### src/pkg/ilo_pkg.sv
// Constants, types and decode helpers for the indexed literal offset decoder.
// Assumes a single core clock and a plain same-clock register port.
// How it works
// - Extension enable turns indexed literal offset addressing on; disabled means off.
// - Extension off: operand is a literal, access bank or bank-selected page.
// - Extension on, access bit clear, operand 5Fh or less: pointer two plus offset.
// - Operands above 5Fh keep their literal meaning even with extension on.
// - Same substitution for every byte and bit instruction with access bit.
// - Pointer two at 00h makes offsets reach the original access RAM.
// - Indexed form always has its access bit at 0.
// - Destination bit picks working register or data location as usual.
// - Indexed add: working plus byte at pointer plus k, updates five flags.
// - Add result to working when destination 0, back to memory when 1.
package ilo_pkg;

  // ----------------------------------------------------------------
  // Widths
  // ----------------------------------------------------------------
  localparam int RAW = 4;   // register port address
  localparam int RDW = 16;  // register port data
  localparam int MAW = 12;  // data memory address

  // ----------------------------------------------------------------
  // Register offsets and fields
  // ----------------------------------------------------------------
  localparam logic [RAW-1:0] REG_CTRL   = 4'h0;
  localparam logic [RAW-1:0] REG_PTR2   = 4'h1;
  localparam logic [RAW-1:0] REG_BANK   = 4'h2;
  localparam logic [RAW-1:0] REG_WORK   = 4'h3;
  localparam logic [RAW-1:0] REG_STATUS = 4'h4;
  localparam logic [RAW-1:0] REG_INSTR  = 4'h5;
  localparam logic [RAW-1:0] REG_EADDR  = 4'h6;

  localparam int CTRL_EXT_BIT       = 0;
  localparam int ST_CARRY_BIT       = 0;
  localparam int ST_DIGIT_CARRY_BIT = 1;
  localparam int ST_ZERO_BIT        = 2;
  localparam int ST_OVERFLOW_BIT    = 3;
  localparam int ST_NEG_BIT         = 4;
  localparam int ST_UNSUP_BIT       = 6;
  localparam int ST_BUSY_BIT        = 7;
  localparam int EADDR_INDEXED_BIT  = 15;

  // ----------------------------------------------------------------
  // Instruction fields and encodings
  // ----------------------------------------------------------------
  localparam int IN_ACCESS_BIT = 8;
  localparam int IN_DEST_BIT   = 9;
  localparam int IN_BIT_LSB    = 9;

  localparam logic [5:0] OPC_ADD_WORKING_TO_FILE = 6'h09; // [15:10]
  localparam logic [5:0] OPC_MOVE_FILE           = 6'h14; // [15:10]
  localparam logic [6:0] OPC_MOVE_WORKING        = 7'h37; // [15:9]
  localparam logic [6:0] OPC_CLEAR_FILE          = 7'h35; // [15:9]
  localparam logic [6:0] OPC_SET_FILE            = 7'h34; // [15:9]
  localparam logic [3:0] OPC_BIT_SET             = 4'h8;  // [15:12]
  localparam logic [3:0] OPC_BIT_CLEAR           = 4'h9;  // [15:12]

  // ----------------------------------------------------------------
  // Addressing constants and byte constants
  // ----------------------------------------------------------------
  localparam logic [7:0] ACCESS_LIMIT   = 8'h5f;
  localparam logic [3:0] ACCESS_HI_PAGE = 4'hf;
  localparam logic [3:0] ACCESS_LO_PAGE = 4'h0;
  localparam logic [7:0] BYTE_ONE       = 8'h01;
  localparam logic [7:0] BYTE_ALL       = 8'hff;

  typedef enum logic [2:0] {
    OP_NONE, OP_ADD, OP_MOVF, OP_MOVWF, OP_CLRF, OP_SETF, OP_BSF, OP_BCF
  } ilo_op_t;

  typedef enum logic [4:0] {
    ST_IDLE   = 5'h01,
    ST_DECODE = 5'h02,
    ST_READ   = 5'h04,
    ST_PROC   = 5'h08,
    ST_WRITE  = 5'h10
  } ilo_state_t;

  // Opcode to operation
  function automatic ilo_op_t ilo_decode(input logic [15:0] ins);
    ilo_op_t op;
    op = OP_NONE;
    if (ins[15:10] == OPC_ADD_WORKING_TO_FILE) op = OP_ADD;
    else if (ins[15:10] == OPC_MOVE_FILE) op = OP_MOVF;
    else if (ins[15:9] == OPC_MOVE_WORKING) op = OP_MOVWF;
    else if (ins[15:9] == OPC_CLEAR_FILE) op = OP_CLRF;
    else if (ins[15:9] == OPC_SET_FILE) op = OP_SETF;
    else if (ins[15:12] == OPC_BIT_SET) op = OP_BSF;
    else if (ins[15:12] == OPC_BIT_CLEAR) op = OP_BCF;
    return op;
  endfunction : ilo_decode

endpackage : ilo_pkg

### src/ilo_core.sv
// Top of the indexed literal offset decoder: register port, phase
// sequencer, operand addressing and write-back.
// Assumes data memory on the same clock answering a read one cycle later.
`timescale 1ns/1ps
module ilo_core
  import ilo_pkg::*;
(
  input  wire logic           clk_sys,
  input  wire logic           rst,
  input  wire logic [RAW-1:0] reg_addr,
  input  wire logic [RDW-1:0] reg_wdata,
  input  wire logic           reg_wr,
  input  wire logic           reg_rd,
  output logic      [RDW-1:0] reg_rdata,
  output logic      [MAW-1:0] mem_addr,
  output logic                mem_rd,
  output logic                mem_wr,
  output logic      [7:0]     mem_wdata,
  input  wire logic [7:0]     mem_rdata,
  output logic                busy
);

  // ----------------------------------------------------------------
  // State
  // ----------------------------------------------------------------
  ilo_state_t     state_ff;
  ilo_state_t     nxt_state;
  logic           ext_en_ff;
  logic           nxt_ext_en;
  logic [MAW-1:0] ptr2_ff;
  logic [MAW-1:0] nxt_ptr2;
  logic [3:0]     bank_ff;
  logic [3:0]     nxt_bank;
  logic [7:0]     work_ff;
  logic [7:0]     nxt_work;
  logic [4:0]     flags_ff;
  logic [4:0]     nxt_flags;
  logic           unsup_ff;
  logic           nxt_unsup;
  logic [15:0]    instr_ff;
  logic [15:0]    nxt_instr;
  ilo_op_t        op_ff;
  ilo_op_t        nxt_op;
  logic [MAW-1:0] addr_ff;
  logic [MAW-1:0] nxt_addr;
  logic           indexed_ff;
  logic           nxt_indexed;
  logic           to_file_ff;
  logic           nxt_to_file;
  logic           to_work_ff;
  logic           nxt_to_work;
  logic [7:0]     wdata_ff;
  logic [7:0]     nxt_wdata;
  logic [4:0]     pflags_ff;
  logic [4:0]     nxt_pflags;
  logic [4:0]     pmask_ff;
  logic [4:0]     nxt_pmask;
  logic [RDW-1:0] rdata_ff;
  logic [RDW-1:0] nxt_rdata;

  // ----------------------------------------------------------------
  // Combinational helpers
  // ----------------------------------------------------------------
  logic [MAW-1:0] gen_addr;
  logic           gen_indexed;
  ilo_op_t        dec_op;
  logic           has_dest;
  logic [7:0]     alu_result;
  logic [4:0]     alu_flags;
  logic [4:0]     alu_mask;
  logic           start;
  logic [7:0]     status_view;
  logic           wr_ctrl;
  logic           wr_ptr2;
  logic           wr_bank;
  logic           wr_work;
  logic           wr_status;
  logic           wr_instr;

  // ----------------------------------------------------------------
  // Operand addressing and data path
  // ----------------------------------------------------------------
  // Every byte and bit opcode goes through the same generator
  ilo_addr_gen u_addr_gen (
    .ext_en   (ext_en_ff),
    .acc_sel  (instr_ff[IN_ACCESS_BIT]),
    .f_field  (instr_ff[7:0]),
    .ptr_two  (ptr2_ff),
    .bank_sel (bank_ff),
    .eff_addr (gen_addr),
    .indexed  (gen_indexed)
  );

  // Byte path takes read data straight off the memory port
  ilo_alu u_alu (
    .op        (op_ff),
    .work      (work_ff),
    .operand   (mem_rdata),
    .bit_sel   (instr_ff[IN_BIT_LSB +: 3]),
    .result    (alu_result),
    .flags     (alu_flags),
    .flag_mask (alu_mask)
  );

  // Decode of the held opcode
  assign dec_op   = ilo_decode(instr_ff);
  assign has_dest = (dec_op == OP_ADD) || (dec_op == OP_MOVF);
  // A new opcode is refused while one is in flight
  assign start    = wr_instr && (state_ff == ST_IDLE);

  // ----------------------------------------------------------------
  // Register write decode, shared by software and collision logic
  // ----------------------------------------------------------------
  assign wr_ctrl   = reg_wr && (reg_addr == REG_CTRL);
  assign wr_ptr2   = reg_wr && (reg_addr == REG_PTR2);
  assign wr_bank   = reg_wr && (reg_addr == REG_BANK);
  assign wr_work   = reg_wr && (reg_addr == REG_WORK);
  assign wr_status = reg_wr && (reg_addr == REG_STATUS);
  assign wr_instr  = reg_wr && (reg_addr == REG_INSTR);

  // ----------------------------------------------------------------
  // Port outputs
  // ----------------------------------------------------------------
  assign busy      = (state_ff != ST_IDLE);
  assign mem_rd    = (state_ff == ST_READ);
  assign mem_wr    = (state_ff == ST_WRITE) && to_file_ff;
  assign mem_addr  = addr_ff;
  assign mem_wdata = wdata_ff;
  assign reg_rdata = rdata_ff;
  // Status byte: busy, sticky unsupported, spare, flags
  assign status_view = {busy, unsup_ff, 1'b0, flags_ff};

  // ----------------------------------------------------------------
  // Phase sequencer: one instruction cycle as four phases
  // ----------------------------------------------------------------
  always_comb begin
    nxt_state = state_ff;
    unique case (state_ff)
      ST_IDLE:   if (start) nxt_state = ST_DECODE;
      ST_DECODE: nxt_state = ST_READ;
      ST_READ:   nxt_state = ST_PROC;
      ST_PROC:   nxt_state = ST_WRITE;
      ST_WRITE:  nxt_state = ST_IDLE;
      default:   nxt_state = ST_IDLE;
    endcase
  end

  // Phase register
  always_ff @(posedge clk_sys or posedge rst) begin
    if (rst) begin
      state_ff <= ST_IDLE;
    end else begin
      state_ff <= nxt_state;
    end
  end

  // ----------------------------------------------------------------
  // Execution state: latched per phase
  // ----------------------------------------------------------------
  always_comb begin
    nxt_instr   = instr_ff;
    nxt_op      = op_ff;
    nxt_addr    = addr_ff;
    nxt_indexed = indexed_ff;
    nxt_to_file = to_file_ff;
    nxt_to_work = to_work_ff;
    nxt_wdata   = wdata_ff;
    nxt_pflags  = pflags_ff;
    nxt_pmask   = pmask_ff;
    if (start) begin
      nxt_instr = reg_wdata;
    end
    if (state_ff == ST_DECODE) begin
      // Address is complete before the read phase
      nxt_op      = dec_op;
      nxt_addr    = gen_addr;
      nxt_indexed = gen_indexed;
      // Destination bit keeps its plain meaning in both modes
      nxt_to_file = has_dest ? instr_ff[IN_DEST_BIT] : (dec_op != OP_NONE);
      nxt_to_work = has_dest && !instr_ff[IN_DEST_BIT];
    end
    if (state_ff == ST_PROC) begin
      // Read data arrive in this phase
      nxt_wdata  = alu_result;
      nxt_pflags = alu_flags;
      nxt_pmask  = alu_mask;
    end
  end

  // Execution registers
  always_ff @(posedge clk_sys or posedge rst) begin
    if (rst) begin
      instr_ff   <= '0;
      op_ff      <= OP_NONE;
      addr_ff    <= '0;
      indexed_ff <= 1'b0;
      to_file_ff <= 1'b0;
      to_work_ff <= 1'b0;
      wdata_ff   <= '0;
      pflags_ff  <= '0;
      pmask_ff   <= '0;
    end else begin
      instr_ff   <= nxt_instr;
      op_ff      <= nxt_op;
      addr_ff    <= nxt_addr;
      indexed_ff <= nxt_indexed;
      to_file_ff <= nxt_to_file;
      to_work_ff <= nxt_to_work;
      wdata_ff   <= nxt_wdata;
      pflags_ff  <= nxt_pflags;
      pmask_ff   <= nxt_pmask;
    end
  end

  // ----------------------------------------------------------------
  // Software registers; hardware write-back wins a same-cycle write
  // ----------------------------------------------------------------
  always_comb begin
    nxt_ext_en = ext_en_ff;
    nxt_ptr2   = ptr2_ff;
    nxt_bank   = bank_ff;
    nxt_work   = work_ff;
    nxt_flags  = flags_ff;
    nxt_unsup  = unsup_ff;
    // Each index except REG_EADDR has its own decoded strobe
    if (wr_ctrl) begin
      nxt_ext_en = reg_wdata[CTRL_EXT_BIT];
    end
    if (wr_ptr2) begin
      nxt_ptr2 = reg_wdata[MAW-1:0];
    end
    if (wr_bank) begin
      nxt_bank = reg_wdata[3:0];
    end
    if (wr_work) begin
      nxt_work = reg_wdata[7:0];
    end
    if (wr_status) begin
      nxt_flags = reg_wdata[4:0];
      nxt_unsup = reg_wdata[ST_UNSUP_BIT];
    end
    if (state_ff == ST_WRITE) begin
      if (to_work_ff) begin
        nxt_work = wdata_ff;
      end
      // Only flags the operation owns are touched
      nxt_flags = (flags_ff & ~pmask_ff) | (pflags_ff & pmask_ff);
      if (wr_status) begin
        nxt_flags = (reg_wdata[4:0] & ~pmask_ff) | (pflags_ff & pmask_ff);
      end
      if (op_ff == OP_NONE) begin
        nxt_unsup = 1'b1;
      end
    end
  end

  // Software-visible registers
  always_ff @(posedge clk_sys or posedge rst) begin
    if (rst) begin
      ext_en_ff <= 1'b0;
      ptr2_ff   <= '0;
      bank_ff   <= '0;
      work_ff   <= '0;
      flags_ff  <= '0;
      unsup_ff  <= 1'b0;
    end else begin
      ext_en_ff <= nxt_ext_en;
      ptr2_ff   <= nxt_ptr2;
      bank_ff   <= nxt_bank;
      work_ff   <= nxt_work;
      flags_ff  <= nxt_flags;
      unsup_ff  <= nxt_unsup;
    end
  end

  // ----------------------------------------------------------------
  // Read port: data valid only in the cycle after the strobe
  // ----------------------------------------------------------------
  // Unmapped indices and idle cycles read as zero
  always_comb begin
    nxt_rdata = '0;
    if (reg_rd) begin
      case (reg_addr)
        REG_CTRL:   nxt_rdata = {15'h0000, ext_en_ff};
        REG_PTR2:   nxt_rdata = {4'h0, ptr2_ff};
        REG_BANK:   nxt_rdata = {12'h000, bank_ff};
        REG_WORK:   nxt_rdata = {8'h00, work_ff};
        REG_STATUS: nxt_rdata = {8'h00, status_view};
        REG_INSTR:  nxt_rdata = instr_ff;
        REG_EADDR:  nxt_rdata = {indexed_ff, 3'h0, addr_ff};
        default:    nxt_rdata = '0;
      endcase
    end
  end

  // Read data register, cleared between reads
  always_ff @(posedge clk_sys or posedge rst) begin
    if (rst) begin
      rdata_ff <= '0;
    end else begin
      rdata_ff <= nxt_rdata;
    end
  end

endmodule : ilo_core

### src/ilo_addr_gen.sv
// Effective data address generator for file operands.
// Assumes all inputs are stable in the decode phase.
`timescale 1ns/1ps
module ilo_addr_gen
  import ilo_pkg::*;
(
  input  wire logic           ext_en,
  input  wire logic           acc_sel,
  input  wire logic [7:0]     f_field,
  input  wire logic [MAW-1:0] ptr_two,
  input  wire logic [3:0]     bank_sel,
  output logic      [MAW-1:0] eff_addr,
  output logic                indexed
);

  logic low_half;

  // ----------------------------------------------------------------
  // Mode select and address mux
  // ----------------------------------------------------------------
  assign low_half = (f_field <= ACCESS_LIMIT);
  // Only an access-bit-clear operand can be indexed
  assign indexed  = ext_en && !acc_sel && low_half;

  // Sum wraps at full width; bank select deliberately ignored here
  always_comb begin
    if (indexed) begin
      eff_addr = MAW'(ptr_two + {ACCESS_LO_PAGE, f_field});
    end else if (acc_sel) begin
      eff_addr = {bank_sel, f_field};
    end else if (low_half) begin
      eff_addr = {ACCESS_LO_PAGE, f_field};
    end else begin
      eff_addr = {ACCESS_HI_PAGE, f_field};
    end
  end

endmodule : ilo_addr_gen

### src/ilo_alu.sv
// Byte data path for the supported byte and bit operations.
// Assumes operand and working value are valid together in the process phase.
`timescale 1ns/1ps
module ilo_alu
  import ilo_pkg::*;
(
  input  wire ilo_op_t    op,
  input  wire logic [7:0] work,
  input  wire logic [7:0] operand,
  input  wire logic [2:0] bit_sel,
  output logic      [7:0] result,
  output logic      [4:0] flags,
  output logic      [4:0] flag_mask
);

  logic [8:0] sum;
  logic [4:0] half;
  logic [7:0] bmask;

  assign sum   = {1'b0, work} + {1'b0, operand};
  assign half  = {1'b0, work[3:0]} + {1'b0, operand[3:0]};
  assign bmask = BYTE_ONE << bit_sel;

  // ----------------------------------------------------------------
  // Operation select
  // ----------------------------------------------------------------
  always_comb begin
    result    = operand;
    flags     = '0;
    flag_mask = '0;
    case (op)
      OP_ADD: begin
        result                      = sum[7:0];
        flags[ST_CARRY_BIT]         = sum[8];
        flags[ST_DIGIT_CARRY_BIT]   = half[4];
        flags[ST_ZERO_BIT]          = (sum[7:0] == 8'h00);
        flags[ST_OVERFLOW_BIT]      = (work[7] == operand[7]) && (sum[7] != work[7]);
        flags[ST_NEG_BIT]           = sum[7];
        flag_mask                   = 5'h1f;
      end
      OP_MOVF: begin
        flags[ST_ZERO_BIT] = (operand == 8'h00);
        flags[ST_NEG_BIT]  = operand[7];
        flag_mask          = 5'h14;
      end
      OP_MOVWF: result = work;
      OP_CLRF: begin
        result             = 8'h00;
        flags[ST_ZERO_BIT] = 1'b1;
        flag_mask          = 5'h04;
      end
      OP_SETF: result = BYTE_ALL;
      OP_BSF:  result = operand | bmask;
      OP_BCF:  result = operand & ~bmask;
      default: result = operand;
    endcase
  end

endmodule : ilo_alu

### config.mk
export PLATFORM = sky130hd
export DESIGN_NAME = ilo_core
export DESIGN_NICKNAME = d
export VERILOG_FILES = /design/src/pkg/ilo_pkg.sv /design/src/ilo_core.sv /design/src/ilo_addr_gen.sv /design/src/ilo_alu.sv
export SDC_FILE = /design/constraint.sdc
export NUM_CORES = 1
export LEC_CHECK = 0
export BUFFER_PORTS_ARGS = -buffer_cell sky130_fd_sc_hd__buf_2
export CORE_ASPECT_RATIO = 2
export CORE_UTILIZATION = 35
export CTS_BUF_LIST = sky130_fd_sc_hd__clkbuf_16
export CTS_CLUSTER_SIZE = 25
export DETAILED_ROUTE_END_ITERATION = 8
export GPL_ROUTABILITY_DRIVEN = 0
export MAX_ROUTING_LAYER = met4
export PLACE_DENSITY_LB_ADDON = 0.15
export SYNTH_ARGS = -nofsm -noshare
export SYNTH_HDL_FRONTEND = slang
export SYNTH_SLANG_ARGS = --single-unit
export TNS_END_PERCENT = 1
### constraint.sdc
create_clock -name clk_sys -period 4.8 [get_ports clk_sys]
set_input_delay 0.96 -clock clk_sys [delete_from_list [all_inputs] [get_ports clk_sys]]
set_output_delay 0.96 -clock clk_sys [all_outputs]
set_load 0.03 [all_outputs]
## Word-level counts from Yosys, hierarchy flattened

Index checks and enable logic that the tools add are counted.
Widths: inputs -> output; s select.

| word-level totals | value |
|---|---|
| bits in latches | 0 |
| memory bits (writable) | 0 |
| logic and storage cells | 113 |
| flip-flop bits (word level) | 104 |
| memories kept | 0 |
| output and inout port bits | 39 |
| ROM bits | 0 |

| operators by class | value |
|---|---|
| reduce and logical (&&, ||, !) cells | 21 |
| shift operators | 1 |
| eq/ne operators | 31 |
| bitwise gates (word level) | 9 |
| divide/modulo/power cells | 0 |
| magnitude comparators | 1 |
| multiply operators | 0 |
| multiplexer cells | 30 |
| $add $sub $neg | 3 |

Operator list:

| cell | count |
|---|---|
| $pmux 16 s7 | 1 |
| $pmux 8 s6 | 1 |
| $mux 12 | 3 |
| $mux 8 | 3 |
| $eq 7x6->1 const B | 3 |
| $mux 3 | 7 |
| $mux 5 | 4 |
| $pmux 5 s4 | 1 |
| $logic_not 8->1 | 2 |
| $mux 16 | 1 |
| $and 5x5->5 | 3 |
| $pmux 5 s3 | 1 |
| $add 12x8->12 | 1 |
| $eq 3x3->1 const B | 4 |
| $eq 4x3->1 const B | 3 |
| $logic_and 1x1->1 | 12 |
| $or 5x5->5 | 2 |
| $add 8x8->9 | 1 |
| $eq 3x2->1 const B | 3 |
| $and 8x8->8 | 1 |
| $eq 4x2->1 const B | 2 |
| $eq 4x4->1 const B | 2 |
| $le 8x7->1 const B | 1 |
| $not 8->8 | 1 |
| 27 further kinds | 33 |

## Logic depth before layout (Yosys ltp)

Gate-level depths: netlist (run 1).

| logic depth | value |
|---|---|
| depth in word-level cells | 11 |
| mapped depth | 8 |
| gate-level depth less buffers | 8 |

## Cells and area by module

A second synthesis (run 1) with hierarchy kept.

| second synthesis, totals | value |
|---|---|
| cells, all modules | 638 |
| area, all modules | 6,194.7 um2 |

By module, submodules not included:

| module | instances | cells each | seq. area each (um2) | area each (um2) |
|---|---|---|---|---|
| ilo_core | 1 | 386 | 2,603.7 | 4,571.9 |
| ilo_alu | 1 | 160 | 0.0 | 1,022.2 |
| ilo_addr_gen | 1 | 92 | 0.0 | 600.6 |

## Worst setup path after synthesis (run 1)

Ideal clock, no wire load.

| timing | value |
|---|---|
| path kind | in2reg |
| start | input mem_rdata[0] |
| end | register wdata_ff[4], in the netlist mem_wdata[4] |
| path buffers | 0 |
| path slack | 2.186 ns |
| data required time | 4.664 ns |
| setup time | 0.136 ns |
| stages on the path | 7 |
| data arrival time | 2.478 ns |
| cells stage by stage | ha_1 -> fa_1 -> a21o_1 -> a21oi_1 -> xnor2_1 -> a2111oi_0 -> o21ai_0 |

| between the ends | value |
|---|---|
| longest elaborated chain between the ends | 2 |

RTL lines:

| item | RTL line | source |
|---|---|---|
| from (decl) | ilo_core.sv:19 | `input wire logic [7:0] mem_rdata,` |
| $add 8x8->9 | ilo_alu.sv:20 | `assign sum = {1'b0, work} + {1'b0, operand};` |
| $pmux 8 s6 | ilo_alu.sv:31 | `case (op)` |
| to (signal assigned) | ilo_core.sv:209 | `wdata_ff <= nxt_wdata;` |
| to (decl) | ilo_core.sv:52 | `logic [7:0] wdata_ff;` |

Every way passes these cells.
A chain may end at the register's enable or synchronous reset.

## Final worst setup path (run 1)

| timing | value |
|---|---|
| start | register state_ff[3] |
| end | output mem_wr |

| between the ends | value |
|---|---|
| longest elaborated chain between the ends | 2 |

RTL lines:

| item | RTL line | source |
|---|---|---|
| from (decl) | ilo_core.sv:26 | `ilo_state_t state_ff;` |
| from (signal assigned) | ilo_core.sv:153 | `state_ff <= nxt_state;` |
| $eq 5x5->1 | ilo_core.sv:126 | `assign mem_wr = (state_ff == ST_WRITE) && to_file_ff;` |
| $logic_and 1x1->1 | ilo_core.sv:126 |  |
| to (decl) | ilo_core.sv:17 | `output logic mem_wr,` |

Every way passes these cells.

==> impl_metrics.tcl, run 1 <==
set metrics [dict create \
    met1_usage_pct 23.3 \
    fin_crit_sh_pct 67.8 \
    seqCellArea_um2 2550 \
    dieArea_um2 16800 \
    grt_pass1_wl_um 28000 \
    holdBufCountCts 0 \
    finalPower_uw 2480 \
    slew_headroom_pct 14.4 \
    finalHoldViolCount 0 \
    numPortBuffers 70 \
    synth_top_area_share_pct 44.4 \
    grt_max_degree 73 \
    synth.most_common_cell "nand2_1" \
    wl_per_cell_um 19.9 \
    fillers 1629 \
    design_area_um2 6510 \
    dp_hpwl_um 13700 \
    cts_buffer_depth 2 \
    htreeDepth 3 \
    insertion_delay_ps 350 \
    critical_path_class "flip-flop to output port" \
    post_cts_buffers 0 \
    viasPerCell 5.65 \
    postSynthCellCount 626 \
    critPathLaunchType "flip-flop" \
    core_um2 15900 \
    io_pins 71 \
    multi_input_area_um2 2950 \
    synthTopCellsByCount "nand2_1, dfrtp_1, a21oi_1" \
    clk_pin_slew_ps 70 \
    setup_violations 0 \
    track_usage_pct 22.7 \
    p_per_area_nw_per_um2 381 \
    num_vias 5014 \
    min_path_type "flip-flop to flip-flop" \
    cts_tree "done" \
    synth-seq-area-share_pct 44.9 \
    synth-edff-count 0 \
    numCtsBuffers 9 \
    synth_seq_cells 102 \
    outcome "complete, no violations" \
    required_ps 3840 \
    grtUsageMet3_pct 2.54 \
    cp_max_fo 6 \
    gr-usage-met2_pct 40.6 \
    maxSlewViolCount 0 \
    p_leak_uw 0.00303 \
    tns_ps 0 \
    rsz0062_at_grt "false" \
    drt_first_pass_iters 5 \
    area_growth_pct 14.4 \
    yosys.area.top_type "dfrtp_1" \
    ctsRootBufferMaster "clkbuf_16" \
    first_global_vias 5084 \
    cts_resized 0 \
    diodes 0 \
    initial_core_util_pct 35.9 \
    numClockSinks 102 \
    clock_skew_ps 8.87 \
    die_x_um 92.2 \
    synth_area_um2 5690 \
    antenna_found_initial 0 \
    fmax_mhz 307 \
    fin_nets 731 \
    synth_flop_cell "dfrtp_1" \
    async_flop_share_pct 100 \
    post_dp_cell_area_um2 6190 \
    cp.arrival_ps 2300 \
    final.min_clock_period_ps 3260 \
    yosysWarnings 0 \
    netlist_top_cells_area "dfrtp_1, nand2_1, a21oi_1" \
    synth.distinct_cells 60 \
    gr-max-usage-layer "met2" \
    drive_above_1_share_pct 17.1 \
    row_count 65 \
    die_h_um 182 \
    irDropWorstVdd_mv 0.153 \
    cp-end-kind "output port" \
    ant_nets 0 \
    grt_overflow 0 \
    final_cells 887 \
    drv_cap 0 \
    remaining_drc_errors 0 \
    postSynthAreaPerCell_um2 9.09 \
    syn-num-nets 676 \
    fin_util_pct 41.1 \
    wirelength_um 17600 \
    tightest_slew_ps 1280 \
    drtIter0Drc 165 \
    placedCellCount 871 \
]
worst max-delay path: stages (launching register included):
cell and delay (ps):
dfrtp_1 420, or3_1 380, nor3b_1 720, and2_1 220, buf_2 190
metal layers:
| metal | part of all wire [%] | vias to the layer above | wire (µm) |
|---|---|---|---|
| met5 | 0 | - | 0 |
| met3 | 3.0 | 49 | 522 |
| met1 | 36 | 2451 | 6370 |
| met4 | 6.0 | 0 | 1060 |
| met2 | 55 | 155 | 9660 |
| li1 | - | 2359 | - |
power by group:
| part | switching (µW) | internal, µW | total [µW] |
|---|---|---|---|
| logic | 330 | 250 | 580 |
| registers | 153 | 955 | 1110 |
| clock network | 335 | 459 | 794 |
| total | 818 | 1660 | 2480 |
cell usage in the layout (no fill, tap or decap), types with 11 or more instances in the layout:
master / n
a21oi_1: 58
nand3_1: 15
nor3_1: 11
mux2i_1: 22
ha_1: 16
nand2_1: 104
a22oi_1: 20
mux2_2: 16
buf_2: 70
dfrtp_1: 101
o21ai_0: 35
nor2_1: 51
logic make-up (layout without fill, tap and decap cells):
| family | count (synthesis) | in the layout | share of synthesized area, % |
|---|---|---|---|
| AND/OR/NAND/NOR | 242 | 242 | 19.8 |
| buffers and inverters | 42 | 102 | 3.23 |
| multiplexers | 38 | 38 | 7.03 |
| adder cells (fa/ha/maj) | 18 | 18 | 4.22 |
| flip-flops | 102 | 102 | 44.9 |
| AO/OA/AOI/OAI | 170 | 170 | 18.7 |
| XOR/XNOR | 14 | 14 | 2.15 |
flip-flops by register name, summed over array words and instances (netlist names), 3 cells and up, named ones only:
register	flops
instr_ff	16
work_ff	8
pflags_ff	5
bank_ff	4
state_ff	5
pmask_ff	3
ptr2_ff	12
reg_rdata	16
mem_addr	12
mem_wdata	8
op_ff	3
final cells by class:
type                            count  area share, %
Multi-Input combinational cell    482           45.4
Sequential cell                   102           39.2
Timing Repair Buffer               74           5.84
Tap cell                          201           3.86
Clock buffer                        9           3.46
Clock inverter                      7           1.46
Inverter                           12          0.807
worst paths after layout:
kind | from | end | slack, ps | cells past startpoint
worst min register to register | pmask_ff[4] | pmask_ff[4] | 480 | 2
min in group asynchronous | rst | instr_ff[1] | 780 | 2
max in group asynchronous | rst | bank_ff[3] | 3090 | 3
worst max register to register | op_ff[0] | mem_wdata[6] | 2210 | 6
worst max-delay path | state_ff[3] | mem_wr | 1540 | 4
worst min-delay path | pmask_ff[4] | pmask_ff[4] | 480 | 2
stage by stage:
step / hold WS [ps] / worst slack (ps)
floorplan: 444 / 1170
global placement: 460 / 1920
CTS: 486 / 1470
finish: 482 / 1540
global route: 526 / 1420
detailed placement: 467 / 1850
Note: power is estimated with default switching activity, not from simulation.
==> run 2: changes to the inputs <==
- clock period: 4.8 -> 2.7 ns (I/O delays scaled with it)
==> impl_metrics.tcl, run 2 (synthesis results as in run 1) <==
set metrics [dict create \
    slew_headroom_pct 52.4 \
    holdBufCountCts 0 \
    cp_slowest_cell "nor3b_1" \
    wl_per_cell_um 20.0 \
    wl_met2_um 10100 \
    finalHoldViolCount 0 \
    final.min_clock_period_ps 2530 \
    path_cells "or3_1, nor3b_1, buf_2" \
    grt_overflow 0 \
    clock_skew_ps 11.4 \
    grt_pass1_wl_um 28600 \
    track_usage_pct 23.2 \
    drt-met1-wl_um 6660 \
    dieArea_um2 16800 \
    p_leak_uw 0.00312 \
    tns_ps 0 \
    core_um2 15900 \
    num_vias 5082 \
    post_dp_cell_area_um2 6360 \
    critPathTopFamily "simple AND/OR/NAND/NOR gates" \
    drtIter0Drc 245 \
    io_pins 71 \
    p_per_area_nw_per_um2 653 \
    first_global_vias 5150 \
    cp.arrival_ps 1990 \
    wirelength_um 18100 \
    viasPerCell 5.60 \
    layout_common_cells "nand2_1, dfrtp_1, buf_2" \
    row_count 65 \
    critical_path_class "flip-flop to output port" \
    clk_pin_slew_ps 80 \
    setup_violations 0 \
    irDropWorstVdd_mv 0.287 \
    cp_max_fo 4 \
    drive_above_1_share_pct 19.4 \
    maxSlewViolCount 0 \
    design_area_um2 6650 \
    cp.depth 3 \
    initial_core_util_pct 35.9 \
    cts_resized 0 \
    comb_power_share_pct 25.8 \
    critPathLaunchType "flip-flop" \
    die_h_um 182 \
    htreeDepth 3 \
    grt_max_degree 45 \
    numCtsBuffers 9 \
    diodes 0 \
    area_growth_pct 16.8 \
    final_common_cell "nand2_1" \
    switching_power_uw 1510 \
    r2r_cells 6 \
    dp_hpwl_um 14200 \
    die_x_um 92.2 \
    p_clk_share_pct 29.4 \
    required_ps 2160 \
    rsz0062_at_grt "false" \
    sequentialPowerShare_pct 44.8 \
    remaining_drc_errors 0 \
    min_path_type "input port to asynchronous set/reset pin" \
    met3_length_um 557 \
    numPortBuffers 70 \
    ant_nets 0 \
    outcome "complete, no violations" \
    drv_cap 0 \
    p_int_uw 2830 \
    swShare_pct 34.8 \
    cp-end-kind "output port" \
    ctsRootBufferMaster "clkbuf_16" \
    max_stage_delay_ps 510 \
    cts_buffer_depth 2 \
    numClockSinks 102 \
    critPathBufInv 1 \
    fin_crit_sh_pct 93.8 \
    top_layer "met4" \
    post_cts_buffers 0 \
    drt_first_pass_iters 5 \
    cts_tree "done" \
    antenna_found_initial 0 \
    tightest_slew_ps 712 \
    fin_nets 751 \
    insertion_delay_ps 360 \
    fmax_mhz 395 \
]
==> run 2: routing by layer <==
layer | vias to the layer above | global-route usage [%]
met2 | 153 | 43.5
met4 | 0 | 11.3
met5 | - | -
met1 | 2480 | 23.3
li1 | 2405 | -
met3 | 44 | 2.67
==> run 2: final timing paths <==
path | startpoint | to | slack, ps
setup / recovery | state_ff[4] | mem_rd | 170
hold / removal | rst | state_ff[2] | 250
setup reg to reg | state_ff[4] | pflags_ff[1] | 320
hold reg to reg | pmask_ff[4] | pmask_ff[4] | 480
max in group asynchronous | rst | instr_ff[11] | 1820
min in group clk_sys | reg_wdata[12] | instr_ff[12] | 380
==> run 2: power groups by stage <==
stage,clock [µW],sequential [µW],combinational [µW]
2_1_floorplan,0,1880,800
3_3_place_gp,0,1960,1090
3_5_place_dp,0,1970,1110
4_1_cts,1310,1940,1110
5_1_grt,1380,1970,1240
6_report,1270,1940,1120
==> run 2: layout make-up <==
class,count,area [µm²]
Clock inverter,7,63.8
Inverter,12,53.8
Tap cell,201,251
Fill cell,1624,9210
Sequential cell,102,2550
Clock buffer,9,225
Multi-Input combinational cell,482,2950
Timing Repair Buffer,94,543
==> run 2: metrics by stage <==
step	power, µW	setup WS [ps]	hold WS, ps	util (%)	instances
after global placement	3050	253	461	40.1	891
after floorplan	2680	506	444	-	626
final	4340	168	253	41.9	907
after detailed placement	3080	234	464	40.1	891
after CTS	4360	130	270	41.9	907
after global routing	4590	108	296	41.9	907
==> run 2: worst reg2reg max path: stages (launching register included) <==
cell,delay [ps]
dfrtp_1,410
or3_1,410
or3b_1,500
buf_4,220
inv_1,300
nand2_1,160
o21ai_0,270
==> run 3: changes to the inputs <==
- SYNTH_HIERARCHICAL: default -> 1
==> impl_metrics.tcl, run 3 <==
set metrics [dict create \
    fin_nets 758 \
    synthXorXnorAreaFrac_pct 1.13 \
    cp.arrival_ps 2710 \
    tns_ps 0 \
    remaining_drc_errors 0 \
    muxShareOfSynthArea_pct 11.6 \
    cp_max_fo 4 \
    viasPerCell 5.72 \
    comb_power_share_pct 28.7 \
    synth-edff-count 0 \
    critPathTopFamily "simple AND/OR/NAND/NOR gates" \
    min_path_type "input port to asynchronous set/reset pin" \
    wl_per_cell_um 20.4 \
    layout_common_cells "dfrtp_1, nand2_1, buf_2" \
    p_leak_uw 0.00333 \
    finalHoldViolCount 0 \
    p_clk_share_pct 28.6 \
    cp_common_cell "nand2_1" \
    yosysWarnings 6 \
    synth.distinct_cells 80 \
    grt_overflow 0 \
    drv_cap 0 \
    synth-seq-area-share_pct 42.0 \
    postSynthAreaPerCell_um2 9.71 \
    swShare_pct 34.8 \
    area_growth_pct 15.2 \
    fmax_mhz 406 \
    first_global_vias 5393 \
    cts_buffer_depth 2 \
    numClockSinks 104 \
    ctsRootBufferMaster "clkbuf_16" \
    cts_resized 0 \
    numCtsBuffers 9 \
    irDropWorstVdd_mv 0.264 \
    rsz0062_at_grt "false" \
    timing.rr.start "instr_ff[0]" \
    yosys.area.top_type "dfrtp_1" \
    r2r_slack_ps 240 \
    holdBufCountCts 0 \
    synthAdderAreaFrac_pct 3.88 \
    synth_top_area_share_pct 41.6 \
    async_flop_share_pct 100 \
    synthTopCellsByCount "dfrtp_1, nand2_1, mux2_2" \
    critical_path_class "flip-flop to flip-flop" \
    grt_pass1_wl_um 29700 \
    final_common_cell "dfrtp_1" \
    drt_first_pass_iters 5 \
    dieArea_um2 18300 \
    max_stage_delay_ps 400 \
    insertion_delay_ps 360 \
    track_usage_pct 22.6 \
    tightest_slew_ps 736 \
    slew_headroom_pct 50.8 \
    r2r_cells 10 \
    synth_top_family_by_area "simple AND/OR/NAND/NOR gates" \
    grt_max_degree 105 \
    antenna_found_initial 0 \
    diodes 0 \
    synth_area_um2 6190 \
    ant_nets 0 \
    synth.most_common_cell "dfrtp_1" \
    dp_hpwl_um 14400 \
    cp_slowest_cell "dfrtp_1" \
    r2r-end "mem_addr[10]" \
    drive_above_1_share_pct 25.1 \
    critPathBufInv 1 \
    yosys.area_share.simple_pct 19.1 \
    row_count 68 \
    holdWs_ps 340 \
    synth_flop_cell "dfrtp_1" \
    clk_pin_slew_ps 70 \
    required_ps 2950 \
    synth_seq_cells 104 \
    seqCellArea_um2 2600 \
    setup_violations 0 \
    clock_skew_ps 12.3 \
    synth-compound-area-share_pct 17.8 \
    num_vias 5276 \
    switching_power_uw 1640 \
    maxSlewViolCount 0 \
    fin_crit_sh_pct 91.2 \
    numPortBuffers 70 \
    outcome "complete, no violations" \
    sequentialPowerShare_pct 42.7 \
    critPathLaunchType "flip-flop" \
    die_h_um 190 \
    final.min_clock_period_ps 2460 \
    post_cts_buffers 0 \
    cts_tree "done" \
    multi_input_area_um2 3320 \
    htreeDepth 3 \
    p_int_uw 3080 \
    p_per_area_nw_per_um2 661 \
    path_cells "ha_1, inv_1, fa_1, nor2b_1, o2111ai_1, and3_1, or2_1, a311o_1, nand2_1, nand2_1" \
    io_pins 71 \
    netlist_top_cells_area "dfrtp_1, mux2_2, nand2_1" \
    die_x_um 96.1 \
    postSynthCellCount 638 \
    wirelength_um 18800 \
    drtIter0Drc 237 \
    initial_core_util_pct 35.9 \
    syn-num-nets 688 \
    core_um2 17300 \
    cp-end-kind "flip-flop" \
    fillers 1727 \
]
-- run 3: power groups by stage --
| stage | clock network, µW | logic [µW] | registers, µW |
|---|---|---|---|
| floorplan | 0 | 1020 | 1930 |
| global placement | 0 | 1320 | 2040 |
| CTS | 1380 | 1350 | 2010 |
| detailed placement | 0 | 1340 | 2040 |
| global route | 1450 | 1500 | 2050 |
| finish | 1350 | 1350 | 2020 |
-- run 3: tightest hold or removal path, delay by kind of cell --
kind,cells,cell delay [ps]
buffers and inverters,3,600
-- run 3: logic make-up (layout without fill, tap and decap cells) --
group | Yosys count | after routing
AND/OR/NAND/NOR | 230 | 230
AO/OA/AOI/OAI | 154 | 154
flip-flops | 104 | 104
multiplexers | 62 | 62
buffers and inverters | 62 | 137
adder cells (fa/ha/maj) | 18 | 18
XOR/XNOR | 8 | 8
-- run 3: through the flow --
step                util [%]  std cells  cell area (µm²)  power (µW)  setup slack, ps
finish                  41.3        923             7140        4720              238
global route            41.3        923             7140        4990              146
CTS                     41.3        923             7140        4750              260
detailed placement      39.6        907             6830        3380              134
floorplan                  -        638             6200        2950              391
global placement        39.6        907             6830        3350              185
-- run 3: per-layer routing --
| layer | part of all wire, % | vias up | track usage, % |
|---|---|---|---|
| li1 | - | 2480 | - |
| met1 | 36 | 2606 | 23.1 |
| met2 | 56 | 150 | 40.5 |
| met3 | 3.0 | 40 | 2.56 |
| met4 | 4.7 | 0 | 12.2 |
| met5 | 0 | - | - |
-- run 3: how the worst max path moves through the flow --
stage	to	depth (start not counted)	from	slack [ps]
3_5_place_dp	pflags_ff[2]	10	mem_rdata[0]	130
3_3_place_gp	pflags_ff[2]	10	mem_rdata[0]	190
6_report	mem_addr[10]	10	instr_ff[0]	240
5_1_grt	mem_addr[10]	10	instr_ff[0]	150
2_1_floorplan	pflags_ff[2]	9	mem_rdata[0]	390
4_1_cts	mem_addr[10]	10	instr_ff[0]	260
-- run 3: final cells by class --
type | instances | area share [%]
Clock buffer | 9 | 3.16
Clock inverter | 7 | 1.10
Sequential cell | 104 | 36.5
Inverter | 28 | 1.53
Timing Repair Buffer | 93 | 7.50
Tap cell | 210 | 3.68
Multi-Input combinational cell | 472 | 46.5
